File: config.mk
export PLATFORM = sky130hd
export DESIGN_NAME = rrn_ctrl
export DESIGN_NICKNAME = d
export VERILOG_FILES = /design/src/rrn_ctrl.v
export VERILOG_INCLUDE_DIRS = /design/src
export SDC_FILE = /design/constraint.sdc
export NUM_CORES = 1
export LEC_CHECK = 0
export ABC_CLOCK_PERIOD_IN_PS = 3300
export BUFFER_PORTS_ARGS = -buffer_cell sky130_fd_sc_hd__buf_4
export CAP_MARGIN = 30
export CORE_ASPECT_RATIO = 1.4
export CORE_MARGIN = 2
export CORE_UTILIZATION = 34
export DETAILED_ROUTE_END_ITERATION = 8
export PLACE_DENSITY = 0.61
export SKIP_CTS_REPAIR_TIMING = 1
export SLEW_MARGIN = 0
export SYNTH_ARGS = -nofsm -noshare
export SYNTH_HDL_FRONTEND = slang
export SYNTH_SLANG_ARGS = --single-unit
File: constraint.sdc
create_clock -name clk -period 3.3 [get_ports clk]
set_input_delay 0.33 -clock clk [delete_from_list [all_inputs] [get_ports clk]]
set_output_delay 0.33 -clock clk [all_outputs]
set_load 0.005 [all_outputs]
File: src/rrn_regs.vh
// Purpose: Register map, field positions, reset values and timing figures of the ring node control.
// Assumes: Byte addresses on a 32-bit register port.
// Notes:   Definitions only.
`ifndef RRN_REGS_VH
`define RRN_REGS_VH

// ----------------------------------------------------------------------------
// Register offsets
// ----------------------------------------------------------------------------
`define RRN_ADDR_CONTROL     32'h44053C00
`define RRN_ADDR_STATUS      32'h44053C04
`define RRN_ADDR_FRAME_TYPE  32'h44053C08
`define RRN_ADDR_IRQ_MASK    32'h44053C0C
`define RRN_ADDR_IRQ_STATUS  32'h44053C10
`define RRN_ADDR_TIMEOUT_CAP 32'h44053C14
`define RRN_ADDR_STATS       32'h44053C18

// ----------------------------------------------------------------------------
// Fields
// ----------------------------------------------------------------------------
`define RRN_CTL_ENABLE       0
`define RRN_CTL_AUTO_PURGE   1
`define RRN_CTL_DROP_BAD_TMO 4
`define RRN_CTL_TICK_LSB     8
`define RRN_CTL_TICK_MSB     19
`define RRN_ST_TOPO_LSB      24
`define RRN_ST_LINK_LSB      16
`define RRN_ST_NODE_LSB      8

`define RRN_TOPO_LINEAR      8'h00
`define RRN_TOPO_RING        8'h01
`define RRN_NODE_IDLE        8'h00
`define RRN_NODE_NORMAL      8'h01
`define RRN_NODE_FAULT       8'h02

// Interrupt status and mask bit positions.
`define RRN_IRQ_STATE_CHG    0
`define RRN_IRQ_FLUSH        1
`define RRN_IRQ_BAD_TMO      2
`define RRN_IRQ_DISCARD0     3
`define RRN_IRQ_BEACON0      5
`define RRN_IRQ_EXPIRE0      7
`define RRN_IRQ_BITS         9

// ----------------------------------------------------------------------------
// Reset values and purge port mask
// ----------------------------------------------------------------------------
`define RRN_TICK_RESET       12'h064
`define RRN_ETYPE_RESET      16'h0000
`define RRN_PURGE_MASK       8'h03

// ----------------------------------------------------------------------------
// Timing, in microseconds
// ----------------------------------------------------------------------------
`define RRN_TMO_MIN_US       32'h000000C8
`define RRN_TMO_MAX_US       32'h0007A120

`endif

File: src/rrn_ctrl.v
// Purpose: Ring redundancy node control and status for two ring ports of a switch.
// Assumes: One clock; frame descriptors arrive as one-cycle pulses after the header is parsed.
// Notes:   Registers reached over a plain strobe port with read data one cycle later.
`include "rrn_regs.vh"
`timescale 1ns/1ps
`default_nettype none

module rrn_ctrl #(
	parameter TMO_W = 32
) (
	input  wire              clk,
	input  wire              resetn,
	input  wire [31:0]       reg_addr,
	input  wire [31:0]       reg_wdata,
	input  wire              reg_wr,
	input  wire              reg_rd,
	output reg  [31:0]       reg_rdata,
	input  wire              rx_valid,
	input  wire              rx_port,
	input  wire [15:0]       rx_ethertype,
	input  wire [47:0]       rx_src_addr,
	input  wire              rx_beacon,
	input  wire              rx_from_sup,
	input  wire              rx_ring_fault,
	input  wire [TMO_W-1:0]  rx_timeout,
	input  wire [47:0]       local_addr,
	input  wire [1:0]        link_up,
	output reg               rx_done,
	output reg               rx_drop,
	output reg               rx_ring_frame,
	output reg               purge_req,
	output reg  [7:0]        purge_port_mask,
	input  wire              purge_ack,
	output wire              irq
);

	// ------------------------------------------------------------------------
	// Node states
	// ------------------------------------------------------------------------
	localparam [2:0] ST_IDLE   = 3'b001;
	localparam [2:0] ST_NORMAL = 3'b010;
	localparam [2:0] ST_FAULT  = 3'b100;

	function [7:0] node_code;
		input [2:0] st;
		begin
			case (st)
				ST_NORMAL: node_code = `RRN_NODE_NORMAL;
				ST_FAULT:  node_code = `RRN_NODE_FAULT;
				default:   node_code = `RRN_NODE_IDLE;
			endcase
		end
	endfunction

	// ------------------------------------------------------------------------
	// Software registers
	// ------------------------------------------------------------------------
	reg                   enable;
	reg                   auto_table_purge;
	reg                   drop_bad_timeout_beacons;
	reg  [11:0]           microsecond_tick_count;
	reg  [15:0]           ring_frame_ethertype;
	reg  [`RRN_IRQ_BITS-1:0] irq_mask;
	reg  [`RRN_IRQ_BITS-1:0] irq_status;
	reg  [TMO_W-1:0]      captured_beacon_timeout;
	reg  [15:0]           ring_frame_count;
	reg  [15:0]           ignored_beacon_count;
	reg  [1:0]            last_beacon_port;
	reg  [2:0]            state;
	reg  [2:0]            next_state;

	wire wr_ctl = reg_wr && (reg_addr == `RRN_ADDR_CONTROL);

	always @(posedge clk or negedge resetn) begin
		if (!resetn) begin
			enable                   <= 1'b0;
			auto_table_purge         <= 1'b0;
			drop_bad_timeout_beacons <= 1'b0;
			microsecond_tick_count   <= `RRN_TICK_RESET;
			ring_frame_ethertype     <= `RRN_ETYPE_RESET;
			irq_mask                 <= {`RRN_IRQ_BITS{1'b0}};
		end else if (reg_wr) begin
			if (wr_ctl) begin
				enable                   <= reg_wdata[`RRN_CTL_ENABLE];
				auto_table_purge         <= reg_wdata[`RRN_CTL_AUTO_PURGE];
				drop_bad_timeout_beacons <= reg_wdata[`RRN_CTL_DROP_BAD_TMO];
				microsecond_tick_count   <= reg_wdata[`RRN_CTL_TICK_MSB:`RRN_CTL_TICK_LSB];
			end
			if (reg_addr == `RRN_ADDR_FRAME_TYPE)
				ring_frame_ethertype <= reg_wdata[15:0];
			if (reg_addr == `RRN_ADDR_IRQ_MASK)
				irq_mask <= reg_wdata[`RRN_IRQ_BITS-1:0];
		end
	end

	// ------------------------------------------------------------------------
	// Microsecond tick
	// ------------------------------------------------------------------------
	// A zero count is treated as one so the tick never stalls.
	reg  [11:0] tick_cnt;
	wire [11:0] tick_last = (microsecond_tick_count == 12'h000) ? 12'h000 :
		microsecond_tick_count - 12'h001;
	wire        us_tick = (tick_cnt >= tick_last);

	always @(posedge clk or negedge resetn) begin
		if (!resetn)
			tick_cnt <= 12'h000;
		else if (us_tick)
			tick_cnt <= 12'h000;
		else
			tick_cnt <= tick_cnt + 12'h001;
	end

	// ------------------------------------------------------------------------
	// Frame classification
	// ------------------------------------------------------------------------
	wire is_ring   = rx_valid && enable && (rx_ethertype == ring_frame_ethertype);
	wire is_beacon = is_ring && rx_beacon;
	wire tmo_bad   = (rx_timeout < `RRN_TMO_MIN_US) || (rx_timeout > `RRN_TMO_MAX_US);
	wire ignored   = is_beacon && drop_bad_timeout_beacons && tmo_bad;
	wire good_sup  = is_beacon && rx_from_sup && !ignored;
	wire loop_hit  = rx_valid && enable && (rx_src_addr == local_addr);

	// Forwarding verdict; an ignored beacon is not a reason to drop.
	always @(posedge clk or negedge resetn) begin
		if (!resetn) begin
			rx_done       <= 1'b0;
			rx_drop       <= 1'b0;
			rx_ring_frame <= 1'b0;
		end else begin
			rx_done       <= rx_valid;
			rx_drop       <= loop_hit;
			rx_ring_frame <= is_ring;
		end
	end

	always @(posedge clk or negedge resetn) begin
		if (!resetn)
			captured_beacon_timeout <= {TMO_W{1'b0}};
		else if (is_beacon)
			captured_beacon_timeout <= rx_timeout;
	end

	// ------------------------------------------------------------------------
	// Per-port beacon timers
	// ------------------------------------------------------------------------
	wire [1:0] expire;
	wire [1:0] running;
	wire [1:0] beacon_hit;
	wire [1:0] discard_hit;

	genvar p;
	generate
		for (p = 0; p < 2; p = p + 1) begin : g_port
			reg [TMO_W-1:0] remain;
			reg             run;
			wire            here = (rx_port == p);
			assign beacon_hit[p]  = good_sup && here;
			assign discard_hit[p] = loop_hit && here;
			assign expire[p]      = run && us_tick && (remain <= {{(TMO_W-1){1'b0}}, 1'b1});
			assign running[p]     = run;
			always @(posedge clk or negedge resetn) begin
				if (!resetn) begin
					remain <= {TMO_W{1'b0}};
					run    <= 1'b0;
				end else if (!enable) begin
					run    <= 1'b0;
				end else if (beacon_hit[p]) begin
					remain <= rx_timeout;
					run    <= 1'b1;
				end else if (expire[p]) begin
					run    <= 1'b0;
				end else if (run && us_tick) begin
					remain <= remain - {{(TMO_W-1){1'b0}}, 1'b1};
				end
			end
			always @(posedge clk or negedge resetn) begin
				if (!resetn)
					last_beacon_port[p] <= 1'b0;
				else if (!enable || expire[p])
					last_beacon_port[p] <= 1'b0;
				else if (beacon_hit[p])
					last_beacon_port[p] <= 1'b1;
			end
		end
	endgenerate

	// ------------------------------------------------------------------------
	// Node state machine
	// ------------------------------------------------------------------------
	wire any_left = |(running & ~expire);

	always @* begin
		next_state = state;
		case (state)
			ST_IDLE: begin
				if (good_sup)
					next_state = rx_ring_fault ? ST_FAULT : ST_NORMAL;
			end
			ST_NORMAL: begin
				if (good_sup && rx_ring_fault)
					next_state = ST_FAULT;
				else if (|expire)
					next_state = any_left ? ST_FAULT : ST_IDLE;
			end
			ST_FAULT: begin
				if (good_sup && !rx_ring_fault)
					next_state = ST_NORMAL;
				else if ((|expire) && !any_left)
					next_state = ST_IDLE;
			end
			default: next_state = ST_IDLE;
		endcase
		if (!enable)
			next_state = ST_IDLE;
	end

	always @(posedge clk or negedge resetn) begin
		if (!resetn)
			state <= ST_IDLE;
		else
			state <= next_state;
	end

	wire state_chg = (next_state != state);
	// Entering normal or fault means the ring paths changed, so learned entries are stale.
	wire flush_evt = state_chg && (next_state != ST_IDLE);

	// ------------------------------------------------------------------------
	// Table purge request
	// ------------------------------------------------------------------------
	wire purge_start = flush_evt && auto_table_purge;

	always @(posedge clk or negedge resetn) begin
		if (!resetn) begin
			purge_req       <= 1'b0;
			purge_port_mask <= 8'h00;
		end else if (purge_start) begin
			purge_req       <= 1'b1;
			purge_port_mask <= `RRN_PURGE_MASK;
		end else if (purge_ack) begin
			purge_req       <= 1'b0;
		end
	end

	// ------------------------------------------------------------------------
	// Statistics
	// ------------------------------------------------------------------------
	always @(posedge clk or negedge resetn) begin
		if (!resetn) begin
			ring_frame_count     <= 16'h0000;
			ignored_beacon_count <= 16'h0000;
		end else if (!enable) begin
			ring_frame_count     <= 16'h0000;
			ignored_beacon_count <= 16'h0000;
		end else begin
			if (is_ring)
				ring_frame_count <= ring_frame_count + 16'h0001;
			if (ignored)
				ignored_beacon_count <= ignored_beacon_count + 16'h0001;
		end
	end

	// ------------------------------------------------------------------------
	// Interrupts
	// ------------------------------------------------------------------------
	reg [`RRN_IRQ_BITS-1:0] irq_set;

	always @* begin
		irq_set = {`RRN_IRQ_BITS{1'b0}};
		irq_set[`RRN_IRQ_STATE_CHG] = state_chg;
		irq_set[`RRN_IRQ_FLUSH]     = flush_evt;
		irq_set[`RRN_IRQ_BAD_TMO]   = is_beacon && tmo_bad;
		irq_set[`RRN_IRQ_DISCARD0 +: 2] = discard_hit;
		irq_set[`RRN_IRQ_BEACON0 +: 2]  = beacon_hit;
		irq_set[`RRN_IRQ_EXPIRE0 +: 2]  = expire;
	end

	// A set in the same cycle as a write-one-to-clear survives the clear.
	always @(posedge clk or negedge resetn) begin
		if (!resetn)
			irq_status <= {`RRN_IRQ_BITS{1'b0}};
		else if (reg_wr && (reg_addr == `RRN_ADDR_IRQ_STATUS))
			irq_status <= (irq_status & ~reg_wdata[`RRN_IRQ_BITS-1:0]) | irq_set;
		else
			irq_status <= irq_status | irq_set;
	end

	assign irq = |(irq_status & irq_mask);

	// ------------------------------------------------------------------------
	// Read port
	// ------------------------------------------------------------------------
	wire [31:0] ctl_word = {12'h000, microsecond_tick_count, 3'b000,
		drop_bad_timeout_beacons, 2'b00, auto_table_purge, enable};
	wire [7:0]  topo = (state == ST_IDLE) ? `RRN_TOPO_LINEAR : `RRN_TOPO_RING;
	wire [31:0] stat_word = {topo, 6'b000000, link_up, node_code(state),
		6'b000000, last_beacon_port};

	always @(posedge clk or negedge resetn) begin
		if (!resetn)
			reg_rdata <= 32'h00000000;
		else if (reg_rd) begin
			case (reg_addr)
				`RRN_ADDR_CONTROL:     reg_rdata <= ctl_word;
				`RRN_ADDR_STATUS:      reg_rdata <= stat_word;
				`RRN_ADDR_FRAME_TYPE:  reg_rdata <= {16'h0000, ring_frame_ethertype};
				`RRN_ADDR_IRQ_MASK:    reg_rdata <= {{(32-`RRN_IRQ_BITS){1'b0}}, irq_mask};
				`RRN_ADDR_IRQ_STATUS:  reg_rdata <= {{(32-`RRN_IRQ_BITS){1'b0}}, irq_status};
				`RRN_ADDR_TIMEOUT_CAP: reg_rdata <= captured_beacon_timeout;
				`RRN_ADDR_STATS:       reg_rdata <= {ignored_beacon_count, ring_frame_count};
				default:               reg_rdata <= 32'h00000000;
			endcase
		end else
			reg_rdata <= 32'h00000000;
	end

endmodule

`default_nettype wire

Word level (Yosys, flattened, before mapping)
Index checks and enable logic that the tools add are counted.
- bits in registers: 233
- latch bits: 0
- memory bits (writable): 0
- ROM bits: 0
- word-level logic and storage cells: 146
- memories kept: 0
- add/subtract/negate cells: 6
- multiply operators: 0
- divide/modulo/power cells: 0
- magnitude comparators: 5
- equal/unequal tests: 20
- shifts and indexed selects: 0
- muxes and demuxes: 38
- bitwise operators: 8
- reduce and logical (&&, ||, !) cells: 45
- operator list (operator ; count):
    == test 32 x 31 -> 1 bit, second input constant ; 7
    2-to-1 mux 32 bit ; 7
    one-hot mux 32 bit (7 select lines) ; 1
    less-or-equal comparator 32 x 1 -> 1 bit, second input constant ; 2
    2-to-1 mux 16 bit ; 4
    subtractor 32 x 1 -> 32 bit, second input constant ; 2
    == test 48 bit ; 1
    adder 16 x 1 -> 16 bit, second input constant ; 2
    greater-than comparator 32 x 19 -> 1 bit, second input constant ; 1
    less-than comparator 32 x 8 -> 1 bit, second input constant ; 1
    logical AND 1 bit ; 24
    2-to-1 mux 12 bit ; 2
    2-to-1 mux 3 bit ; 8
    AND 9 bit ; 2
    OR 9 bit ; 2
    == test 16 bit ; 1
    2-to-1 mux 1 bit ; 13
    adder 12 x 1 -> 12 bit, second input constant ; 1
    greater-or-equal comparator 12 bit ; 1
    zero test 12 bit ; 1
    subtractor 12 x 1 -> 12 bit, second input constant ; 1
    nonzero test 2 bit ; 5
    2-to-1 mux 9 bit ; 1
    != test 3 x 1 -> 1 bit, second input constant ; 3
    17 further kinds ; 29

Longest topological paths before layout
- word-level depth: 18
- gate-level depth with buffers: 18

Worst setup path before layout
Ideal clock, no wire load.
- path type: reg2reg
- from: reg microsecond_tick_count[7]
- to: reg g_port[0].remain[22]
- library setup time: 137 ps
- arrival time: 3443 ps
- slack: -280 ps
- cell stages (with the launch flop): 18
- buffers on the path: 3
- period minus slack after synthesis: 3580 ps
- cell sequence: dfrtp_1 > or4_1 > nor3_1 > nand4b_1 > clkbuf_1 > nand2_1 > ha_1 > a211oi_1 > o21ai_0 > a21oi_1 > o21ai_0 > clkbuf_1 > and3b_1 > o21ai_1 > buf_2 > nor2_1 > nor2_1 > a21oi_1
- cells in the longest elaborated chain, start to end: 7
- elaborated cells between the ends (all ways): 9
- classes of those cells: 1 x add/sub; 1 x order compare; 1 x eq/ne; 1 x mux; 5 x reduce/logical
- ends and longest elaborated chain (what ; line ; source):
    start, declared ; rrn_ctrl.v:61 ; reg [11:0] microsecond_tick_count;
    start signal, assigned ; rrn_ctrl.v:79 ; microsecond_tick_count <= `RRN_TICK_RESET;
    start signal, assigned ; rrn_ctrl.v:87 ; microsecond_tick_count <= reg_wdata[`RRN_CTL_TICK_MSB:`RRN_CTL_TICK_LSB];
    subtractor 12 x 1 -> 12 bit or zero test 12 bit (tied branches) ; rrn_ctrl.v:102, rrn_ctrl.v:101 ;
    2-to-1 mux 12 bit (*) ; rrn_ctrl.v:101 ; wire [11:0] tick_last = (microsecond_tick_count == 12'h000) ? 12'h000 :
    greater-or-equal comparator 12 bit (*) ; rrn_ctrl.v:103 ; wire us_tick = (tick_cnt >= tick_last);
    logical AND 1 bit (*) ; rrn_ctrl.v:160, rrn_ctrl.v:173 ;
    logical AND 1 bit ; rrn_ctrl.v:160 ; assign expire[p] = run && us_tick && (remain <= {{(TMO_W-1){1'b0}}, 1'b1});
    != test 2 x 1 -> 1 bit (no line) ; -- ;
    AND reduction 3 bit (no line) (*) ; -- ;
    end signal, assigned ; rrn_ctrl.v:164 ; remain <= {TMO_W{1'b0}};
    end signal, assigned ; rrn_ctrl.v:169 ; remain <= rx_timeout;
    end signal, assigned ; rrn_ctrl.v:174 ; remain <= remain - {{(TMO_W-1){1'b0}}, 1'b1};
    end, declared ; rrn_ctrl.v:155 ; reg [TMO_W-1:0] remain;
Mark *: on every way between the ends. The rest lies on a longest branch, timed or not.
A chain may end at the register's enable or synchronous reset.

Worst setup path in the final report
- from: reg microsecond_tick_count[7]
- to: reg purge_req
- cells in the longest elaborated chain, start to end: 18
- elaborated cells between the ends (all ways): 27
- classes of those cells: 1 x add/sub; 1 x order compare; 2 x eq/ne; 9 x mux; 2 x bitwise; 12 x reduce/logical
- ends and longest elaborated chain (what ; line ; source):
    subtractor 12 x 1 -> 12 bit or zero test 12 bit (tied branches) ; rrn_ctrl.v:102, rrn_ctrl.v:101 ;
    2-to-1 mux 12 bit (*) ; rrn_ctrl.v:101 ;
    greater-or-equal comparator 12 bit (*) ; rrn_ctrl.v:103 ;
    logical AND 1 bit (2 in series) ; rrn_ctrl.v:160 ;
    inverter 2 bit ; rrn_ctrl.v:191 ; wire any_left = |(running & ~expire);
    AND 2 bit ; rrn_ctrl.v:191 ;
    OR reduction 2 bit ; rrn_ctrl.v:191 ;
    zero test 1 bit ; rrn_ctrl.v:209 ; else if ((|expire) && !any_left)
    logical AND 1 bit ; rrn_ctrl.v:209 ;
    2-to-1 mux 3 bit ; rrn_ctrl.v:209 ;
    2-to-1 mux 3 bit ; rrn_ctrl.v:207 ; if (good_sup && !rx_ring_fault)
    one-hot mux 3 bit (3 select lines) (*) ; rrn_ctrl.v:195 ; case (state)
    2-to-1 mux 3 bit (*) ; rrn_ctrl.v:214 ; if (!enable)
    != test 3 bit or != test 3 x 1 -> 1 bit (tied branches) ; rrn_ctrl.v:225, rrn_ctrl.v:227 ;
    logical AND 1 bit (*) ; rrn_ctrl.v:227 ; wire flush_evt = state_chg && (next_state != ST_IDLE);
    logical AND 1 bit (*) ; rrn_ctrl.v:232 ; wire purge_start = flush_evt && auto_table_purge;
    2-to-1 mux 1 bit or nonzero test 2 bit (tied branches) ; -- ;
    end signal, assigned ; rrn_ctrl.v:236 ; purge_req <= 1'b0;
    end signal, assigned ; rrn_ctrl.v:239 ; purge_req <= 1'b1;
    end signal, assigned ; rrn_ctrl.v:242 ; purge_req <= 1'b0;
    end, declared ; rrn_ctrl.v:31 ; output reg purge_req,
Marks and branches as above.

==> qor.yml <==
status: "finished with violations"
violations: "setup timing"
crit_path_start_kind: "flop"
max-cap-violations: 0
track_usage: 0.211
synth_adder_area_share: 0.0200
synth_seq_area_share: 0.445
gp_congestion: 1.02
design.die.area_mm2: 0.0402
start_util: 0.343
pin_count: 265
worstPathRequired_ps: 3740
clock.fmax_mhz: 279
slew_viol_final: 0
coreArea_mm2: 0.0383
fp.dieH_um: 236
placementRows: 85
dp_hpwl_um: 32200
worst_path_largest_cell_delay_ps: 560
finalHoldViolCount: 0
synth_top_family_by_area: "simple AND/OR/NAND/NOR gates"
synthArstFlopShare: 1.00
cts_buffer_depth: 3
syn_area_per_cell_um2: 8.89
drc: 0
clock_sinks: 233
die_w_um: 170
worst_slack_ps: -290
portBuffers: 246
r2r_start: "microsecond_tick_count[7]"
grt_overflow: 0
synthSimpleGateAreaFrac: 0.230
grt_pass1_wl_um: 67000
drtAntennaViolNets: 0
drive_above_1_share: 0.287
cts_root_buffer: "clkbuf_16"
path_common_cell: "nand2_1"
clk_pin_slew_ps: 60
antenna_found_initial: 3
ys_types: 70
htree_levels: 1
min_period_ps: 3590
fin_skew_ps: 13.3
yosys_warnings: 0
synthMuxAreaShare: 0.0402
fillerInstances: 3746
synth_area_leaders: "dfrtp_1, nand2_1, a21oi_1, xor2_1, mux2_2"
p_per_area_mw_per_mm2: 362
cp_slowest_cell: "or4_4"
ys.flop_type: "dfrtp_1"
crit_type: "reg2reg"
num_vias: 12500
hp-class: "in2reg"
synth_seq_cells: 233
cp_max_fo: 7
synth_edf_count: 0
drtIter0Drc: 1077
p_total_mw: 6.33
setup_viol: 69
first_pass_iters: 7
worstPathArrival_ps: 4030
worstMarginPinSlew_ps: 661
fin_nets: 2011
drt_wl_total_um: 44400
syn-instance-count: 1475
insertion_delay_ps: 550
hp-start: "reg_wdata[19]"
synth_top_area_frac: 0.437
syn_to_final_growth_pct: 33.3
crit_start: "microsecond_tick_count[7]"
fin_tns_setup_ps: -12240
cts_made_buffers: 26
cp-end-kind: "flop"
leakagePower_nw: 7.98
synth_compound_area_frac: 0.161
yosysMostFrequentCell: "dfrtp_1"
finalCritPeriodShare: 1.09
synth_top_cell_by_area: "dfrtp_1"
synth-xor-area-share: 0.0701
relSlewSlack: 0.559
grt_max_degree: 78
synth_commonest_cells: "dfrtp_1, nand2_1, a21oi_1"
wl_per_cell_um: 19.6
path_cells: "or4_4, nor3_4, nand4b_1, buf_6, nand2_1, ha_1, nand2_1, nor3_1, a21oi_1, o21ai_1, buf_4, and4_1, nand3_1, and3_1, o221a_2, o32ai_2"
syn-cell-area_mm2: 0.0131
vias_per_cell: 5.49
ir_drop_mv: 0.324
grt_pass1_vias: 12200
rsz0062_at_grt: "yes"
cts_tree: "yes"
[area by class of cell]
class	count	area [um2]	share of cell area
clock inverter	9	131	0.00752
sequential	233	5840	0.334
timing repair buffer	338	2830	0.162
antenna	2	5.00	0.000286
clock buffer	37	753	0.0431
tap	478	598	0.0342
multi-input combinational	1141	7220	0.413
inverter	30	113	0.00644
[cell families after synthesis]
logic type | Yosys count
multiplexers | 47
flip-flops | 233
other | 1
AO/OA/AOI/OAI | 346
adder cells (fa/ha/maj) | 21
XOR/XNOR | 105
buffers and inverters | 106
AND/OR/NAND/NOR | 616
[through the flow]
stage | setup slack (ps) | hold WS, ps | cell area [um2] | util | instances
floorplan | -1.53 | 34.4 | 13200 | - | 1480
global placement | -216 | 370 | 16000 | 0.418 | 2205
detailed placement | -311 | 379 | 16000 | 0.418 | 2205
CTS | -358 | -207 | 16900 | 0.441 | 2251
global route | -504 | 8.83 | 17500 | 0.457 | 2268
finish | -290 | 22.8 | 17500 | 0.457 | 2268
[routing by layer]
metal | vias up | track usage | share of wire
li1 | 5858 | - | -
met1 | 6098 | 0.280 | 0.42
met2 | 427 | 0.360 | 0.49
met3 | 77 | 0.0248 | 0.055
met4 | 2 | 0.0658 | 0.031
met5 | - | 0 | 0.00029
[state kept, by name (all words and copies together) (netlist names), 2 cells and up]
name and count:
ring_frame_ethertype 16, g_port.remain 64, tick_cnt 12, g_port.run 2
microsecond_tick_count 12, state 3, captured_beacon_timeout 32, irq_mask 9
reg_rdata 32, ring_frame_count 16, last_beacon_port 2, irq_status 9
ignored_beacon_count 16
[worst paths after layout]
| kind | slack (ps) | endpoint | depth (start not counted) |
|---|---|---|---|
| min in group asynchronous | 360 | reg_rdata[3] | 2 |
| setup / recovery | -290 | purge_req | 16 |
| hold reg to reg | 470 | captured_beacon_timeout[25] | 2 |
| setup reg to reg | -290 | purge_req | 16 |
| max in group asynchronous | 1990 | g_port[1].remain[10] | 3 |
| hold / removal | 20 | microsecond_tick_count[11] | 2 |
[layout by cell type, fill, tap and decap left out, drive strengths merged, types with 4 or more instances in the layout]
master,count
a211oi,6
a21boi,10
a21oi,138
a222oi,16
a22o,4
a22oi,36
and2,27
and3,20
and4,5
buf,329
clkbuf,43
clkinv,5
conb,6
dfrtp,229
dfstp,4
ha,21
inv,31
mux2,45
nand2,206
nand2b,7
nand3,55
nand3b,4
nand4,28
nand4b,4
nor2,130
nor2b,9
nor3,36
nor4,37
o21a,5
o21ai,94
o22ai,6
o32ai,4
or2,12
or3,14
or4,14
xnor2,33
xor2,72
[power breakdown]
| group | internal (mW) | total [mW] | leakage, nW | switching (mW) |
|---|---|---|---|---|
| sequential | 2.86 | 2.86 | 3.19 | 0.000468 |
| clock | 1.82 | 3.04 | 0.435 | 1.22 |
| combinational | 0.210 | 0.425 | 4.36 | 0.215 |
| total | 4.89 | 6.33 | 7.98 | 1.44 |
[critical path, delay by kind of cell (launching register included)]
kind,cells,cell delay [ps]
simple gates,9,1730
flops,1,380
buf+inv,2,400
compound gates,4,820
fa+ha+maj,1,150
(Power assumes the default switching activity.)
